**src/verilog/phs_pkg.sv**
```systemverilog
// Package for the port handshake block: field positions, line indices,
// mode codes, reset values and state codes shared by all design files.
// Assumes the consuming modules import the whole package.
`default_nettype none

package phs_pkg;

    // ****************************************************************
    // Control register field positions (same layout for port A and B).
    // ****************************************************************
    localparam int unsigned PHS_IN_MODE_LSB = 0;   // Input-only strobe mode, bits 1:0.
    localparam int unsigned PHS_LATCH_EN_BIT = 2;  // Port A input latch enable.
    localparam int unsigned PHS_BIDIR_MODE_LSB = 3; // Bidirectional strobe mode, bits 4:3.
    localparam int unsigned PHS_LEVEL_BIT = 4;     // Selects static output modes 2 and 3; the level is bit 3.

    // ****************************************************************
    // Port C pins that can serve as handshake lines.
    // ****************************************************************
    localparam int unsigned PHS_PIN_A_INPUT = 4;   // Port A input-only strobe pin.
    localparam int unsigned PHS_PIN_A_BIDIR = 5;   // Port A bidirectional strobe pin.
    localparam int unsigned PHS_PIN_B_INPUT = 6;   // Port B input-only strobe pin.
    localparam int unsigned PHS_PIN_B_BIDIR = 7;   // Port B bidirectional strobe pin.

    // ****************************************************************
    // Handshake line indices, equal to the status and warning bits.
    // ****************************************************************
    localparam int unsigned PHS_LINE_A_IN = 0;     // Port A input status bit.
    localparam int unsigned PHS_LINE_A_BI = 1;     // Port A second status bit.
    localparam int unsigned PHS_LINE_B_IN = 2;     // Port B input status bit.
    localparam int unsigned PHS_LINE_B_BI = 3;     // Port B second status bit.
    localparam int unsigned PHS_NUM_LINES = 4;     // Handshake lines in all.
    localparam int unsigned PHS_IRQ_FLAG_BIT = 7;  // Interrupt flag in the status byte.

    // ****************************************************************
    // Mode codes and reset values.
    // ****************************************************************
    localparam logic [1:0] PHS_MODE_0 = 2'h0;      // Falling edge, or output held till input edge.
    localparam logic [1:0] PHS_MODE_1 = 2'h1;      // Falling edge with irq, or pulse output.
    localparam logic [1:0] PHS_MODE_2 = 2'h2;      // Rising edge, or output held low.
    localparam logic [1:0] PHS_MODE_3 = 2'h3;      // Rising edge with irq, or output held high.
    localparam logic [7:0] PHS_BYTE_RESET = 8'h00; // Reset value of status and warning.
    localparam logic [3:0] PHS_LINES_RESET = 4'h0; // Reset value of per-line flags.
    localparam logic [7:0] PHS_DATA_RESET = 8'h00; // Reset value of data holding flops.

    // Output strobe sequencer states, one-hot.
    typedef enum logic [2:0] {
        PHS_ST_HIGH  = 3'h1,
        PHS_ST_ARMED = 3'h2,
        PHS_ST_LOW   = 3'h4
    } phs_strobe_state_t;

endpackage

`default_nettype wire

```
**src/verilog/phs_edge_detect.sv**
```systemverilog
// Active-transition detector for one handshake input line.
// Assumes the line is synchronous to clk.
`timescale 1ns/1ns
`default_nettype none

module phs_edge_detect
    import phs_pkg::*;
(
    input wire logic clk,
    input wire logic rst_n,
    input wire logic line_in,
    input wire logic enable,
    input wire logic [1:0] mode,
    output logic active
);

    logic prev_q; // Line level at the previous edge.
    logic prev_d; // Next value of prev_q.

    // Modes 0 and 1 take a falling edge, modes 2 and 3 a rising one.
    always_comb begin
        prev_d = line_in;
        if (mode[1]) begin
            active = enable & line_in & ~prev_q;
        end else begin
            active = enable & ~line_in & prev_q;
        end
    end

    // The previous level is tracked even while disabled, so that enabling
    // the line never reports a stale edge.
    always_ff @(posedge clk) begin
        if (!rst_n) begin
            prev_q <= 1'b1;
        end else begin
            prev_q <= prev_d;
        end
    end

endmodule // phs_edge_detect

`default_nettype wire

```
**src/verilog/phs_out_strobe.sv**
```systemverilog
// Output strobe sequencer for one bidirectional handshake line.
// Assumes trigger, bus_edge and input_edge are one-cycle pulses on clk.
`timescale 1ns/1ns
`default_nettype none

module phs_out_strobe
    import phs_pkg::*;
(
    input wire logic clk,
    input wire logic rst_n,
    input wire logic enable,
    input wire logic [1:0] mode,
    input wire logic trigger,
    input wire logic bus_edge,
    input wire logic input_edge,
    output logic strobe_q
);

    phs_strobe_state_t state_q; // Sequencer state.
    phs_strobe_state_t state_d; // Next sequencer state.
    logic strobe_d;             // Next strobe level.

    // Disabled or static modes park in the high state, so a later entry
    // into mode 0 or 1 starts from the default high level.
    always_comb begin
        state_d = state_q;
        if (!enable || mode[1]) begin
            state_d = PHS_ST_HIGH;
        end else begin
            case (state_q)
                PHS_ST_HIGH: begin
                    if (trigger && mode == PHS_MODE_0) begin
                        state_d = PHS_ST_LOW;
                    end else if (trigger) begin
                        state_d = PHS_ST_ARMED;
                    end
                end
                PHS_ST_ARMED: begin
                    if (bus_edge) begin
                        state_d = PHS_ST_LOW;
                    end
                end
                PHS_ST_LOW: begin
                    if (mode == PHS_MODE_0 && input_edge) begin
                        state_d = PHS_ST_HIGH;
                    end else if (mode == PHS_MODE_1 && bus_edge) begin
                        state_d = PHS_ST_HIGH;
                    end
                end
                default: begin
                    state_d = PHS_ST_HIGH;
                end
            endcase
        end
        if (enable && mode == PHS_MODE_2) begin
            strobe_d = 1'b0;
        end else if (enable && mode == PHS_MODE_3) begin
            strobe_d = 1'b1;
        end else begin
            strobe_d = (state_d != PHS_ST_LOW);
        end
    end

    // Registers only.
    always_ff @(posedge clk) begin
        if (!rst_n) begin
            state_q <= PHS_ST_HIGH;
            strobe_q <= 1'b1;
        end else begin
            state_q <= state_d;
            strobe_q <= strobe_d;
        end
    end

endmodule // phs_out_strobe

`default_nettype wire

```
**src/verilog/phs_port_handshake.sv**
```systemverilog
// Handshake, status, warning and port A input latch logic of a parallel
// port device with four port C lines usable as strobes.
// Assumes register decoding lives outside: control bytes arrive as levels,
// data register accesses arrive as one-cycle pulses synchronous to clk.
//
// Functional notes
// - Upper port C pins: I/O or handshake.
// - Two strobes per port: input, bidirectional.
// - Direction bits 5 and 7 steer bidirectional strobes.
// - Reset disables handshakes, clears mode fields.
// - Modes 0,1 falling edge; 2,3 rising.
// - Active input transition sets its status bit.
// - Modes 1,3 also set interrupt flag.
// - Interrupt released when enabled status bits clear.
// - Transition with status set sets warning.
// - Warning clears: data access, then warning read.
// - Output modes 2,3 follow control bit 3.
// - Port A strobe low after alternate reads.
// - Port B strobe low after alternate writes.
// - Mode 0: input strobe edge returns high.
// - Mode 1: low pulse one bus cycle, six clocks.
// - Mode 1 timed by address strobe edges.
// - Entering output mode drives default level.
// - Latch enable captures port A pins.
// - Unlatched reads return live pins, output bits.
// - While latched, edges only set warning.
// - Latch released when port A status clears.
// - Interrupt output low while flag set.
// - Alternate access clears status, buffers warning.
`timescale 1ns/1ns
`default_nettype none

module phs_port_handshake
    import phs_pkg::*;
(
    input wire logic clk,
    input wire logic rst_n,
    // Bus timing and data register access pulses.
    input wire logic address_strobe,
    input wire logic access_write,
    input wire logic port_a_alt_data_one_access,
    input wire logic port_a_alt_data_two_access,
    input wire logic port_b_alt_data_one_access,
    input wire logic port_b_alt_data_two_access,
    input wire logic strobe_warning_read,
    // Configuration bytes.
    input wire logic [7:0] port_c_function_select,
    input wire logic [7:0] port_c_direction,
    input wire logic [7:0] port_a_strobe_control,
    input wire logic [7:0] port_b_strobe_control,
    // Port A data path.
    input wire logic [7:0] port_a_pins,
    input wire logic [7:0] port_a_direction,
    input wire logic [7:0] port_a_output_latch,
    output logic [7:0] port_a_read_data,
    // Handshake pins.
    input wire logic port_a_input_strobe,
    input wire logic port_a_bidir_strobe_i,
    output logic port_a_bidir_strobe_o,
    output logic port_a_bidir_strobe_oe,
    input wire logic port_b_input_strobe,
    input wire logic port_b_bidir_strobe_i,
    output logic port_b_bidir_strobe_o,
    output logic port_b_bidir_strobe_oe,
    // Status and interrupt.
    output logic [7:0] strobe_status,
    output logic [7:0] strobe_warning,
    output logic irq_n_o,
    output logic irq_n_oe
);

    // ****************************************************************
    // Line configuration.
    // ****************************************************************

    logic [3:0] line_level;   // Pin level of each handshake line.
    logic [3:0] line_hs;      // Line is a handshake line, not port C I/O.
    logic [3:0] line_input;   // Line is a handshake line acting as input.
    logic [3:0] line_irq_en;  // Line is an input with interrupts enabled.
    logic [1:0] line_mode [PHS_NUM_LINES]; // Two-bit mode of each line.
    logic [3:0] line_active;  // Active transition seen this cycle.
    logic [3:0] line_access;  // Alternate data register access per line.

    // Mode field of a control byte at a given position.
    function automatic logic [1:0] phs_field(input logic [7:0] ctl, input int unsigned lsb);
        phs_field = ctl[lsb +: 2];
    endfunction

    // Pins, function select and direction feed one flat per-line view.
    // Input-only strobes are always inputs; the bidirectional ones follow
    // port C direction, a one making them outputs.
    always_comb begin
        line_level = {port_b_bidir_strobe_i, port_b_input_strobe,
                      port_a_bidir_strobe_i, port_a_input_strobe};
        line_hs = {port_c_function_select[PHS_PIN_B_BIDIR],
                   port_c_function_select[PHS_PIN_B_INPUT],
                   port_c_function_select[PHS_PIN_A_BIDIR],
                   port_c_function_select[PHS_PIN_A_INPUT]};
        line_input = line_hs & {~port_c_direction[PHS_PIN_B_BIDIR], 1'b1,
                                ~port_c_direction[PHS_PIN_A_BIDIR], 1'b1};
        line_mode[PHS_LINE_A_IN] = phs_field(port_a_strobe_control, PHS_IN_MODE_LSB);
        line_mode[PHS_LINE_A_BI] = phs_field(port_a_strobe_control, PHS_BIDIR_MODE_LSB);
        line_mode[PHS_LINE_B_IN] = phs_field(port_b_strobe_control, PHS_IN_MODE_LSB);
        line_mode[PHS_LINE_B_BI] = phs_field(port_b_strobe_control, PHS_BIDIR_MODE_LSB);
        line_access = {port_b_alt_data_two_access, port_b_alt_data_one_access,
                       port_a_alt_data_two_access, port_a_alt_data_one_access};
    end

    // ****************************************************************
    // Edge detection, one detector per handshake line.
    // ****************************************************************

    // A line only reports edges while it is an input handshake line, so
    // port C I/O traffic never disturbs the status byte.
    genvar gi;
    generate
        for (gi = 0; gi < PHS_NUM_LINES; gi++) begin : g_edge
            phs_edge_detect u_edge (
                .clk(clk),
                .rst_n(rst_n),
                .line_in(line_level[gi]),
                .enable(line_input[gi]),
                .mode(line_mode[gi]),
                .active(line_active[gi])
            );
            assign line_irq_en[gi] = line_input[gi] & line_mode[gi][0];
        end
    endgenerate

    // ****************************************************************
    // Address strobe edges.
    // ****************************************************************

    logic as_prev_q;  // Address strobe at the previous edge.
    logic as_prev_d;  // Next value of as_prev_q.
    logic as_rise;    // Rising address strobe, paces port A.
    logic as_fall;    // Falling address strobe, paces port B.

    // Each bus cycle is bounded by address strobe pulses, so the strobe
    // edges are the only time base the pulse mode uses.
    always_comb begin
        as_prev_d = address_strobe;
        as_rise = address_strobe & ~as_prev_q;
        as_fall = ~address_strobe & as_prev_q;
    end

    // Registers only.
    always_ff @(posedge clk) begin
        if (!rst_n) begin
            as_prev_q <= 1'b0;
        end else begin
            as_prev_q <= as_prev_d;
        end
    end

    // ****************************************************************
    // Status, warning and interrupt flag.
    // ****************************************************************

    logic [3:0] status_q;     // Per-line status bits.
    logic [3:0] status_d;     // Next status bits.
    logic [3:0] warn_q;       // Per-line warning bits.
    logic [3:0] warn_d;       // Next warning bits.
    logic [3:0] warn_buf_q;   // Warnings armed for clearing by an access.
    logic [3:0] warn_buf_d;   // Next armed warnings.
    logic irq_flag_q;         // Interrupt flag.
    logic irq_flag_d;         // Next interrupt flag.

    // A set and a clear in the same cycle leave the bit set, so an edge is
    // never lost to a concurrent access. A warning is only dropped when an
    // access has first buffered it and a warning read follows; a fresh
    // overrun in the read cycle survives.
    always_comb begin
        status_d = (status_q & ~line_access) | line_active;
        warn_buf_d = warn_buf_q | (line_access & warn_q);
        warn_d = warn_q;
        if (strobe_warning_read) begin
            warn_d = warn_q & ~warn_buf_q;
            warn_buf_d = line_access & warn_q;
        end
        warn_d = warn_d | (line_active & status_q);
        // The flag follows the enabled status bits, so it falls only once
        // every enabled line has been serviced.
        irq_flag_d = |(status_d & line_irq_en);
    end

    // Registers only; reset clears all flags.
    always_ff @(posedge clk) begin
        if (!rst_n) begin
            status_q <= PHS_LINES_RESET;
            warn_q <= PHS_LINES_RESET;
            warn_buf_q <= PHS_LINES_RESET;
            irq_flag_q <= 1'b0;
        end else begin
            status_q <= status_d;
            warn_q <= warn_d;
            warn_buf_q <= warn_buf_d;
            irq_flag_q <= irq_flag_d;
        end
    end

    // Status and warning bytes as software sees them.
    always_comb begin
        strobe_status = PHS_BYTE_RESET;
        strobe_status[3:0] = status_q;
        strobe_status[PHS_IRQ_FLAG_BIT] = irq_flag_q;
        strobe_warning = PHS_BYTE_RESET;
        strobe_warning[3:0] = warn_q;
    end

    // Open-drain request: the pin is pulled low while the flag stands and
    // released to the pull-up otherwise.
    always_comb begin
        irq_n_o = 1'b0;
        irq_n_oe = irq_flag_q;
    end

    // ****************************************************************
    // Port A input latch.
    // ****************************************************************

    logic [7:0] latch_q;      // Captured port A pins.
    logic [7:0] latch_d;      // Next captured value.
    logic [7:0] rdata_q;      // Registered port A read data.
    logic [7:0] rdata_d;      // Next read data.
    logic latch_en;           // Latch feature enabled.
    logic latch_held;         // Captured data currently presented.

    // Capture happens only on an edge that finds the status clear, so a
    // later edge while latched leaves the data alone and only warns.
    always_comb begin
        latch_en = port_a_strobe_control[PHS_LATCH_EN_BIT];
        latch_held = latch_en & status_q[PHS_LINE_A_IN];
        latch_d = latch_q;
        if (latch_en && line_active[PHS_LINE_A_IN] && !status_q[PHS_LINE_A_IN]) begin
            latch_d = port_a_pins;
        end
        if (latch_held) begin
            rdata_d = (latch_q & ~port_a_direction)
                    | (port_a_output_latch & port_a_direction);
        end else begin
            rdata_d = (port_a_pins & ~port_a_direction)
                    | (port_a_output_latch & port_a_direction);
        end
    end

    // Registers only. The read path lags the pins by one clock, which is
    // well inside a bus cycle at this clock rate.
    always_ff @(posedge clk) begin
        if (!rst_n) begin
            latch_q <= PHS_DATA_RESET;
            rdata_q <= PHS_DATA_RESET;
        end else begin
            latch_q <= latch_d;
            rdata_q <= rdata_d;
        end
    end

    assign port_a_read_data = rdata_q;

    // ****************************************************************
    // Output strobes.
    // ****************************************************************

    logic trig_a;   // Port A strobe request from a read.
    logic trig_b;   // Port B strobe request from a write.
    logic bidir_out_a; // Port A bidirectional strobe drives the pin.
    logic bidir_out_b; // Port B bidirectional strobe drives the pin.

    // Port A favours input: reads start its strobe. Port B favours output:
    // writes start its strobe. The second alternate register only counts
    // while the input status is clear.
    always_comb begin
        trig_a = !access_write && (port_a_alt_data_one_access
                 || (port_a_alt_data_two_access && !status_q[PHS_LINE_A_IN]));
        trig_b = access_write && (port_b_alt_data_one_access
                 || (port_b_alt_data_two_access && !status_q[PHS_LINE_B_IN]));
        bidir_out_a = line_hs[PHS_LINE_A_BI] & port_c_direction[PHS_PIN_A_BIDIR];
        bidir_out_b = line_hs[PHS_LINE_B_BI] & port_c_direction[PHS_PIN_B_BIDIR];
        port_a_bidir_strobe_oe = bidir_out_a;
        port_b_bidir_strobe_oe = bidir_out_b;
    end

    // Port A strobe, paced by rising address strobe edges in pulse mode.
    phs_out_strobe u_strobe_a (
        .clk(clk),
        .rst_n(rst_n),
        .enable(bidir_out_a),
        .mode(line_mode[PHS_LINE_A_BI]),
        .trigger(trig_a),
        .bus_edge(as_rise),
        .input_edge(line_active[PHS_LINE_A_IN]),
        .strobe_q(port_a_bidir_strobe_o)
    );

    // Port B strobe, paced by falling address strobe edges in pulse mode.
    phs_out_strobe u_strobe_b (
        .clk(clk),
        .rst_n(rst_n),
        .enable(bidir_out_b),
        .mode(line_mode[PHS_LINE_B_BI]),
        .trigger(trig_b),
        .bus_edge(as_fall),
        .input_edge(line_active[PHS_LINE_B_IN]),
        .strobe_q(port_b_bidir_strobe_o)
    );

endmodule // phs_port_handshake

`default_nettype wire

```
**config.mk**
```make
export PLATFORM = sky130hd
export DESIGN_NAME = phs_port_handshake
export DESIGN_NICKNAME = d
export VERILOG_FILES = /design/src/verilog/phs_pkg.sv /design/src/verilog/phs_edge_detect.sv /design/src/verilog/phs_out_strobe.sv /design/src/verilog/phs_port_handshake.sv
export SDC_FILE = /design/constraint.sdc
export NUM_CORES = 1
export LEC_CHECK = 0
export BUFFER_PORTS_ARGS = -buffer_cell sky130_fd_sc_hd__buf_4
export CAP_MARGIN = 30
export CORE_AREA = 2 2 78 65
export CTS_CLUSTER_DIAMETER = 40
export DETAILED_ROUTE_END_ITERATION = 8
export DIE_AREA = 0 0 80 67
export GPL_TIMING_DRIVEN = 1
export HOLD_SLACK_MARGIN = 0.08
export PLACE_DENSITY_LB_ADDON = 0.25
export SLEW_MARGIN = 20
export SYNTH_ARGS = -nofsm -noshare
export SYNTH_HDL_FRONTEND = slang
export SYNTH_HIERARCHICAL = 1
export SYNTH_SLANG_ARGS = --single-unit
```
**constraint.sdc**
```tcl
create_clock -name clk -period 1.9 [get_ports clk]
set_input_delay 0.095 -clock clk [delete_from_list [all_inputs] [get_ports clk]]
set_output_delay 0.095 -clock clk [all_outputs]
set_load 0.05 [all_outputs]
```
==> run_results.csv, run 1 <==
group,metric,value,unit
yosys,ys_seq_elements,42,
pwr,power_density,644.8,nW/um^2
yosys,synth_top_area_share,0.4161,
setup_path,path_max_fanout,5,
yosys,synth_area,2021,sq um
setup_path,crit_type,"in -> reg",
placed_design,gp_congestion,0.8017,
route,top_layer_used,"met4",
setup_path,crit_path_end_kind,"flop",
sta,finalCriticalPeriod,1671,ps
clocking,cts_max_path_buffers,2,
route,ant_nets,0,
route,dr_wl_met2,2185,um
route,drc,0,
yosys,synth_edf_count,0,
global_routing,overflow,0,
route,routedWlPerCell,13.02,um
placed_design,placed_cell_area,2586,sq um
yosys,synthTopCellsByCount,"dfxtp_1 (42), nor2_1 (31), nor2b_1 (19)",
sta,finalSetupViolCount,0,
yosys,syn_inst,212,
sta,fin_crit_sh,0.8795,
placed_design,port_buffers,73,
sta,fmax,598.4,MHz
clocking,root_buffer,"clkbuf_8",
pwr,leakagePower,1.291,nW
yosys,ys_warn_count,6,
route,routed_via_density,4.927,
floorplan,core,4514,sq um
route,wl_met3,316,um
setup_path,arrival,1830,ps
clocking,clk_latency,280,ps
yosys,async_flop_share,0,
yosys,synthFlopType,"dfxtp_1",
finish,nets,378,
sta,finalHoldViolCount,0,
floorplan,die_w,80,um
yosys,synth.distinct_cells,38,
floorplan,pin_count,99,
clocking,cts_repair_resize_count,0,
finish,antenna_cells,0,
yosys,ys_seq_area_frac,0.4161,
sta,fin_skew,4.801,ps
min_path,hold_path.class,"in -> reg",
floorplan,start_util,0.4476,
clocking,cts_setup_buffers,0,
global_routing,grt_pass1_vias,1767,
setup_path,crit_path_start_kind,"primary input",
route,drt-total-wl,4804,um
outcome,status,"finished, final reports clean",
route,drt-initial-drc-count,83,
clocking,cts.clk_slew.worst_paths,70,ps
yosys,synth_area_leader_cell,"dfxtp_1",
placed_design,place_inst,340,
clocking,cts_tree,"built",
yosys,synth_most_common_cell,"dfxtp_1",
clocking,htree_levels,2,
global_routing,antenna_found_initial,0,
pwr,irDropWorstVdd,0.3431,mV
finish,layoutNonFillerInstCount,369,
floorplan,die_y,67,um
route,vias,1818,
finish,design_area,2883,sq um
setup_path,cp.required,2060,ps
finish,drive_above_1_share,0.3139,
floorplan,rows,22,
sta,finalSetupTns,0,ps
clocking,cts_made_buffers,5,
job,cap_violations,0,
global_routing,grt_max_degree,30,
sta,rsz0062_at_grt,"no",
route,drtPass1Iterations,4,
global_routing,grt_pass1_wl,7734,um
yosys,synth_area_leaders,"dfxtp_1 (42%), nor2b_1 (5.9%), nor2_1 (5.8%)",
sta,drv_slew,0,
pwr,power.total,1.859,mW
yosys,syn_avg_cell_area,9.532,sq um
route,wl_met1,2232,um
clocking,cts_sinks,42,
global_routing,grtUsageTotal,0.1878,
finish,syn2layout_area_growth,42.66,%
placed_design,hpwl,3499,um
clocking,postCtsHoldBufs,22,
floorplan,fp.dieArea,5360,sq um
## placed cells by master (no fill, tap or decap), drive strengths merged, types with 2 or more instances in the layout
cell type,netlist,layout
a2111oi,2,2
a211oi,8,8
a22oi,8,8
a32o,2,2
a41oi,3,3
and2,3,3
and3,8,8
and3b,2,2
buf,13,75
clkbuf,1,7
conb,1,8
dfxtp,42,42
dlygate4sd3,0,22
inv,7,7
mux2i,10,10
nand2,11,11
nand2b,4,4
nand4b,4,4
nand4bb,4,4
nor2,31,31
nor2b,19,19
nor3,8,8
nor3b,2,2
nor4b,2,2
o211ai,6,6
o21ai,2,2
or2,2,2
or3,2,2
xor2,2,2
## cell type report
class / instances / area [sq um]
Timing Repair Buffer: 97 / 783.3
Tap cell: 60 / 75.07
Fill cell: 377 / 1632
Inverter: 7 / 26.28
Clock buffer: 7 / 76.32
Sequential cell: 42 / 842.1
Multi-Input combinational cell: 156 / 1080
## where the power goes
| part | total, mW | internal [mW] | switching [mW] |
|---|---|---|---|
| logic | 0.405 | 0.179 | 0.225 |
| registers | 0.923 | 0.909 | 0.0134 |
| clock network | 0.531 | 0.253 | 0.278 |
## critical path, cell delays in order
cell	delay (ps)
dlygate4sd3_1	540
buf_4	140
nand4b_1	90
nand2_1	170
mux2i_1	280
nor4b_4	90
a2111oi_4	370
a41oi_2	50
## layer usage
metal  vias up  track usage
met5         -            0
met4         0      0.07203
met3         7      0.03930
met2        71       0.3167
met1       815       0.2353
li1        925            -
## sequential cells by signal, summed over array words and instances, names as in the netlist
register              flops
as_prev_q                 1
g_edge.u_edge/prev_q      4
irq_n_oe                  1
latch_q                   8
port_a_read_data          8
status_q                  4
u_strobe_a/state_q        3
u_strobe_a/strobe_q       1
u_strobe_b/state_q        3
u_strobe_b/strobe_q       1
warn_buf_q                4
warn_q                    4
## stage by stage
step | utilization | hold slack (ps) | setup slack [ps]
final | 0.6386 | 82.58 | 228.9
after global routing | 0.6386 | 94.72 | 123.1
after floorplan | - | 168.0 | 166.4
after detailed placement | 0.5729 | 302.3 | 380.5
after global placement | 0.5729 | 296.8 | 428.1
after CTS | 0.6386 | 81.70 | 240.7
## logic make-up (layout without fill, tap and decap cells)
logic type	Yosys count	count (layout)	synth area share
simple gates	103	103	0.3084
xor+xnor	2	2	0.008670
compound gates	33	33	0.1529
buf+inv	21	111	0.06254
other cells	1	8	0.001856
flops	42	42	0.4161
mux	10	10	0.04954
## path summary, 6_finish.rpt
| kind | start | to | slack [ps] | cells past startpoint |
|---|---|---|---|---|
| hold reg to reg | latch_q[0]$_SDFFE_PN0P_ | latch_q[0]$_SDFFE_PN0P_ | 490 | 2 |
| setup reg to reg | g_edge[0].u_edge/prev_q$_SDFF_PN1_ | u_strobe_a/strobe_q$_SDFF_PN1_ | 370 | 6 |
| hold / removal | port_a_pins[4] | latch_q[4]$_SDFFE_PN0P_ | 80 | 3 |
| setup / recovery | port_a_input_strobe | u_strobe_a/strobe_q$_SDFF_PN1_ | 230 | 8 |
Note: power is estimated with default switching activity, not from simulation.
==> inputs of run 2 (changes only) <==
--- a/config.mk
+++ b/config.mk
@@ -7,10 +7,10 @@
 export LEC_CHECK = 0
 export BUFFER_PORTS_ARGS = -buffer_cell sky130_fd_sc_hd__buf_4
 export CAP_MARGIN = 30
-export CORE_AREA = 2 2 78 65
+export CORE_AREA = 2 2 50 99
 export CTS_CLUSTER_DIAMETER = 40
 export DETAILED_ROUTE_END_ITERATION = 8
-export DIE_AREA = 0 0 80 67
+export DIE_AREA = 0 0 52 101
 export GPL_TIMING_DRIVEN = 1
 export HOLD_SLACK_MARGIN = 0.08
 export PLACE_DENSITY_LB_ADDON = 0.25
==> run_results.csv, run 2 (same netlist as run 1, synthesis figures left out) <==
group,metric,value,unit
outcome,status,"finished, final reports clean",
min_path,hold_path.class,"in -> reg",
route,drtPass1Iterations,4,
setup_path,crit_chain,"dlygate4sd3_1 > buf_4 > nor2b_1 > o21a_1 > a32o_1 > a2111oi_4 > a41oi_2",
floorplan,start_util,0.4480,
route,drt-total-wl,4870,um
setup_path,slowest_stage,"dlygate4sd3_1",
finish,drive_above_1_share,0.3082,
setup_path,crit_path_start_kind,"primary input",
sta,finalCriticalPeriod,1646,ps
clocking,cts_sinks,42,
floorplan,die_y,101,um
global_routing,grt_pass1_vias,1971,
sta,fin_crit_sh,0.8665,
finish,nets,386,
route,drt-initial-drc-count,23,
finish,layout_commonest_cell,"buf_4",
pwr,power_frac_clock,0.296,
clocking,cts_max_path_buffers,2,
pwr,power_density,642.1,nW/um^2
clocking,postCtsHoldBufs,31,
pwr,internal_power,1.359,mW
setup_path,arrival,1810,ps
sta,finalSetupViolCount,0,
pwr,irDropWorstVdd,0.4786,mV
global_routing,grtUsageTotal,0.1985,
finish,antenna_cells,0,
sta,finalSetupTns,0,ps
clocking,root_buffer,"clkbuf_8",
placed_design,placed_cell_area,2572,sq um
route,vias,1898,
setup_path,cp_slowest_stage_delay,540,ps
route,drc,0,
finish,design_area,2969,sq um
route,routedWlPerCell,13.06,um
sta,fmax,607.4,MHz
pwr,leakagePower,1.329,nW
sta,finalHoldViolCount,0,
placed_design,port_buffers,73,
pwr,p_comb_frac,0.218,
sta,finalWorstSetupSlack,253.7,ps
finish,final_cell_mix,"buf_4 (74), dfxtp_1 (41), nor2_1 (31), dlygate4sd3_1 (31), nor2b_1 (19)",
sta,drv_slew,0,
clocking,cts_tree,"built",
setup_path,crit_path_end_kind,"flop",
job,cap_violations,0,
setup_path,crit_family,"compound AO/OA/AOI/OAI gates",
global_routing,grt_pass1_wl,7955,um
sta,rsz0062_at_grt,"no",
setup_path,path_max_fanout,3,
finish,syn2layout_area_growth,46.94,%
clocking,cts_repair_resize_count,0,
pwr,seqPwrFrac,0.486,
floorplan,pin_count,99,
global_routing,overflow,0,
floorplan,die_w,52,um
route,ant_nets,0,
placed_design,post-place-ws,295.5,ps
setup_path,crit_type,"in -> reg",
placed_design,gp_congestion,0.7555,
setup_path,reg2regPathDepth,6,
clocking,cts_setup_buffers,0,
min_path,whs_path_depth,3,
setup_path,cp.required,2070,ps
sta,fin_skew,5.268,ps
global_routing,antenna_found_initial,0,
clocking,cts.clk_slew.worst_paths,80,ps
pwr,power.switching,548.0,uW
placed_design,hpwl,3416,um
route,routed_via_density,5.088,
setup_path,crit_cells,7,
finish,fill_cells,355,
clocking,htree_levels,2,
setup_path,worst-path-buf-inv,2,
floorplan,rows,35,
clocking,clk_latency,290,ps
global_routing,grt_max_degree,16,
floorplan,fp.dieArea,5252,sq um
clocking,cts_made_buffers,5,
floorplan,core,4511,sq um
pwr,switching_share,0.2874,
-- run 2: cell types whose count changed in the layout (fill, tap and decap cells not counted), sizes merged --
cell	previous run	this run
buf	75	74
clkinv	0	2
clkbuf	7	6
dlygate4sd3	22	31
-- run 2: cell type report --
cell class              instances  area [sq um]  area share
repair buffers                105         865.8      0.2916
well taps                      55         68.82     0.02318
inverters                       7         26.28    0.008850
flip-flops and latches         42         842.1      0.2836
clock inverters                 2         13.76    0.004635
clock buffers                   6         72.57     0.02444
multi-input cells             156          1080      0.3637
-- run 2: stage by stage --
stage	utilization	total power [mW]	hold slack (ps)	std cells
2_1_floorplan	-	1.169	168.0	219
5_1_grt	0.6583	1.993	96.32	373
4_1_cts	0.6583	1.924	87.29	373
3_3_place_gp	0.5703	1.304	294.4	334
6_report	0.6583	1.907	90.80	373
3_5_place_dp	0.5703	1.311	298.6	334
-- run 2: layer usage --
| layer | up-vias | GRT usage | part of all wire |
|---|---|---|---|
| li1 | 943 | - | - |
| met1 | 878 | 0.2093 | 0.41 |
| met2 | 67 | 0.3574 | 0.51 |
| met3 | 10 | 0.02967 | 0.052 |
| met4 | 0 | 0.1113 | 0.026 |
| met5 | - | 0 | 0 |
-- run 2: tightest hold or removal path: stages --
cell,delay [ps]
buf_4,80
nor2b_1,30
nor3_1,130
-- run 2: path summary, 6_finish.rpt --
check / startpoint / endpoint / slack [ps]
worst min-delay path: port_a_output_latch[0] / port_a_read_data[0]$_SDFF_PN0_ / 90
worst min register to register: latch_q[5]$_SDFFE_PN0P_ / latch_q[5]$_SDFFE_PN0P_ / 490
worst max register to register: status_q[0]$_SDFF_PN0_ / u_strobe_a/strobe_q$_SDFF_PN1_ / 280
worst max-delay path: port_b_alt_data_two_access / u_strobe_b/strobe_q$_SDFF_PN1_ / 250
-- run 2: power groups by stage --
stage / Sequential [mW] / Combinational [mW] / Clock, mW
2_1_floorplan: 1.00 / 0.165 / 0
3_5_place_dp: 0.947 / 0.364 / 0
5_1_grt: 0.931 / 0.444 / 0.618
6_report: 0.926 / 0.416 / 0.564
4_1_cts: 0.926 / 0.415 / 0.582
3_3_place_gp: 0.945 / 0.359 / 0
==> inputs of run 3 (changes only) <==
--- a/config.mk
+++ b/config.mk
@@ -7,13 +7,13 @@
 export LEC_CHECK = 0
 export BUFFER_PORTS_ARGS = -buffer_cell sky130_fd_sc_hd__buf_4
 export CAP_MARGIN = 30
-export CORE_AREA = 2 2 50 99
+export CORE_AREA = 3 3 51 100
 export CTS_CLUSTER_DIAMETER = 40
 export DETAILED_ROUTE_END_ITERATION = 8
-export DIE_AREA = 0 0 52 101
+export DIE_AREA = 0 0 54 103
 export GPL_TIMING_DRIVEN = 1
 export HOLD_SLACK_MARGIN = 0.08
-export PLACE_DENSITY_LB_ADDON = 0.25
+export PLACE_DENSITY = 0.8
 export SLEW_MARGIN = 20
 export SYNTH_ARGS = -nofsm -noshare
 export SYNTH_HDL_FRONTEND = slang
==> run_results.csv, run 3 (same netlist as run 1, synthesis figures left out) <==
group,metric,value,unit
finish,nets,376,
placed_design,port_buffers,73,
setup_path,cp.required,2120,ps
setup_path,worst-path-buf-inv,2,
clocking,cts_setup_buffers,0,
setup_path,crit_chain,"dlygate4sd3_1 > buf_4 > nand4bb_1 > nand2_1 > mux2i_1 > nor4b_4 > a2111oi_4 > a41oi_2",
pwr,irDropWorstVdd,0.6117,mV
clocking,root_buffer,"clkbuf_8",
sta,whs,87.14,ps
clocking,postCtsHoldBufs,21,
finish,layout_commonest_cell,"buf_4",
finish,antenna_cells,0,
finish,syn2layout_area_growth,42.17,%
pwr,leakagePower,1.290,nW
floorplan,rows,34,
pwr,p_comb_frac,0.211,
pwr,power.switching,529.6,uW
sta,drv_slew,0,
route,drt-total-wl,5200,um
job,cap_violations,0,
route,vias,1858,
sta,fin_skew,8.774,ps
finish,fill_cells,368,
outcome,status,"finished, final reports clean",
global_routing,grt_pass1_vias,1908,
finish,multiInputGateArea,1080,sq um
route,routed_via_density,5.133,
min_path,hold_path.class,"in -> reg",
setup_path,cp_slowest_stage_delay,530,ps
pwr,seqPwrFrac,0.485,
floorplan,fp.dieArea,5562,sq um
setup_path,crit_path_end_kind,"flop",
setup_path,crit_path_start_kind,"primary input",
route,drt-initial-drc-count,28,
route,ant_nets,0,
placed_design,gp_congestion,0.7665,
clocking,cts.clk_slew.worst_paths,80,ps
floorplan,die_w,54,um
route,drtPass1Iterations,4,
clocking,cts_max_path_buffers,2,
floorplan,die_y,103,um
route,routedWlPerCell,14.36,um
finish,final_cell_mix,"buf_4 (74), dfxtp_1 (41), nor2_1 (31)",
setup_path,slowest_stage,"dlygate4sd3_1",
clocking,cts_repair_resize_count,0,
placed_design,hpwl,3769,um
pwr,power_frac_clock,0.304,
global_routing,grtUsageTotal,0.2049,
floorplan,core,4382,sq um
route,drc,0,
sta,finalSetupViolCount,0,
finish,layout.area.seq,842.1,sq um
pwr,power_density,664.5,nW/um^2
setup_path,r2r_slack,330,ps
pwr,internal_power,1.379,mW
pwr,switching_share,0.2774,
clocking,htree_levels,2,
global_routing,antenna_found_initial,0,
floorplan,start_util,0.4612,
setup_path,crit_type,"in -> reg",
global_routing,grt_max_degree,30,
sta,finalCriticalPeriod,1636,ps
finish,design_area,2873,sq um
sta,finalSetupTns,0,ps
clocking,cts_made_buffers,5,
sta,rsz0062_at_grt,"no",
sta,finalHoldViolCount,0,
setup_path,arrival,1860,ps
floorplan,pin_count,99,
sta,fmax,611.2,MHz
setup_path,path_max_fanout,5,
clocking,clk_latency,290,ps
global_routing,overflow,0,
finish,drive_above_1_share,0.3182,
placed_design,placed_cell_area,2571,sq um
clocking,cts_sinks,42,
setup_path,crit_family,"simple AND/OR/NAND/NOR gates",
global_routing,grt_pass1_wl,8404,um
clocking,cts_tree,"built",
sta,fin_crit_sh,0.8611,
run 3: cell types whose count changed in the layout (fill, tap and decap cells not counted), sizes merged:
cell / before / now
dlygate4sd3: 31 / 21
clkinv: 2 / 1
clkbuf: 6 / 7
run 3: cell type report:
class	count	share of cell area
clock buffer	7	0.03005
clock inverter	1	0.001742
inverter	7	0.009146
multi-input combinational	156	0.3759
sequential	42	0.2931
tap	54	0.02352
timing repair buffer	95	0.2665
run 3: stage by stage:
stage	utilization	power, mW	cells	worst slack [ps]
after floorplan	-	1.169	219	166.4
after global placement	0.5868	1.305	333	332.1
after detailed placement	0.5868	1.311	333	337.7
after CTS	0.6556	1.918	362	299.2
after global routing	0.6556	1.982	362	117.9
final	0.6556	1.909	362	264.0
run 3: worst register-to-register path, stage by stage (launching register included):
cell       delay (ps)
dfxtp_2           450
inv_1              60
a21oi_1           160
nor2_1             80
a32o_1            260
a2111oi_4         390
a41oi_2            50
run 3: power by group through the flow:
stage               clock network, mW  registers [mW]  logic [mW]
finish                          0.581           0.926       0.402
detailed placement                  0           0.946       0.365
floorplan                           0            1.00       0.165
global route                    0.621           0.929       0.432
CTS                             0.591           0.926       0.401
global placement                    0           0.945       0.360
run 3: metal layers:
metal | global-route usage | routed length, um | vias up | share of wire
met2 | 0.3813 | 2904 | 59 | 0.56
li1 | - | - | 924 | -
met4 | 0.09789 | 155 | 0 | 0.030
met5 | 0 | 0 | - | 0
met3 | 0.05644 | 325 | 13 | 0.063
met1 | 0.1951 | 1814 | 862 | 0.35
run 3: final timing paths:
check / from / to / cells after the start
max: port_a_input_strobe / u_strobe_a/strobe_q$_SDFF_PN1_ / 8
min: port_b_alt_data_two_access / warn_buf_q[3]$_SDFF_PN0_ / 3
max reg2reg: status_q[0]$_SDFF_PN0_ / u_strobe_a/strobe_q$_SDFF_PN1_ / 6
min reg2reg: latch_q[1]$_SDFFE_PN0P_ / latch_q[1]$_SDFFE_PN0P_ / 2
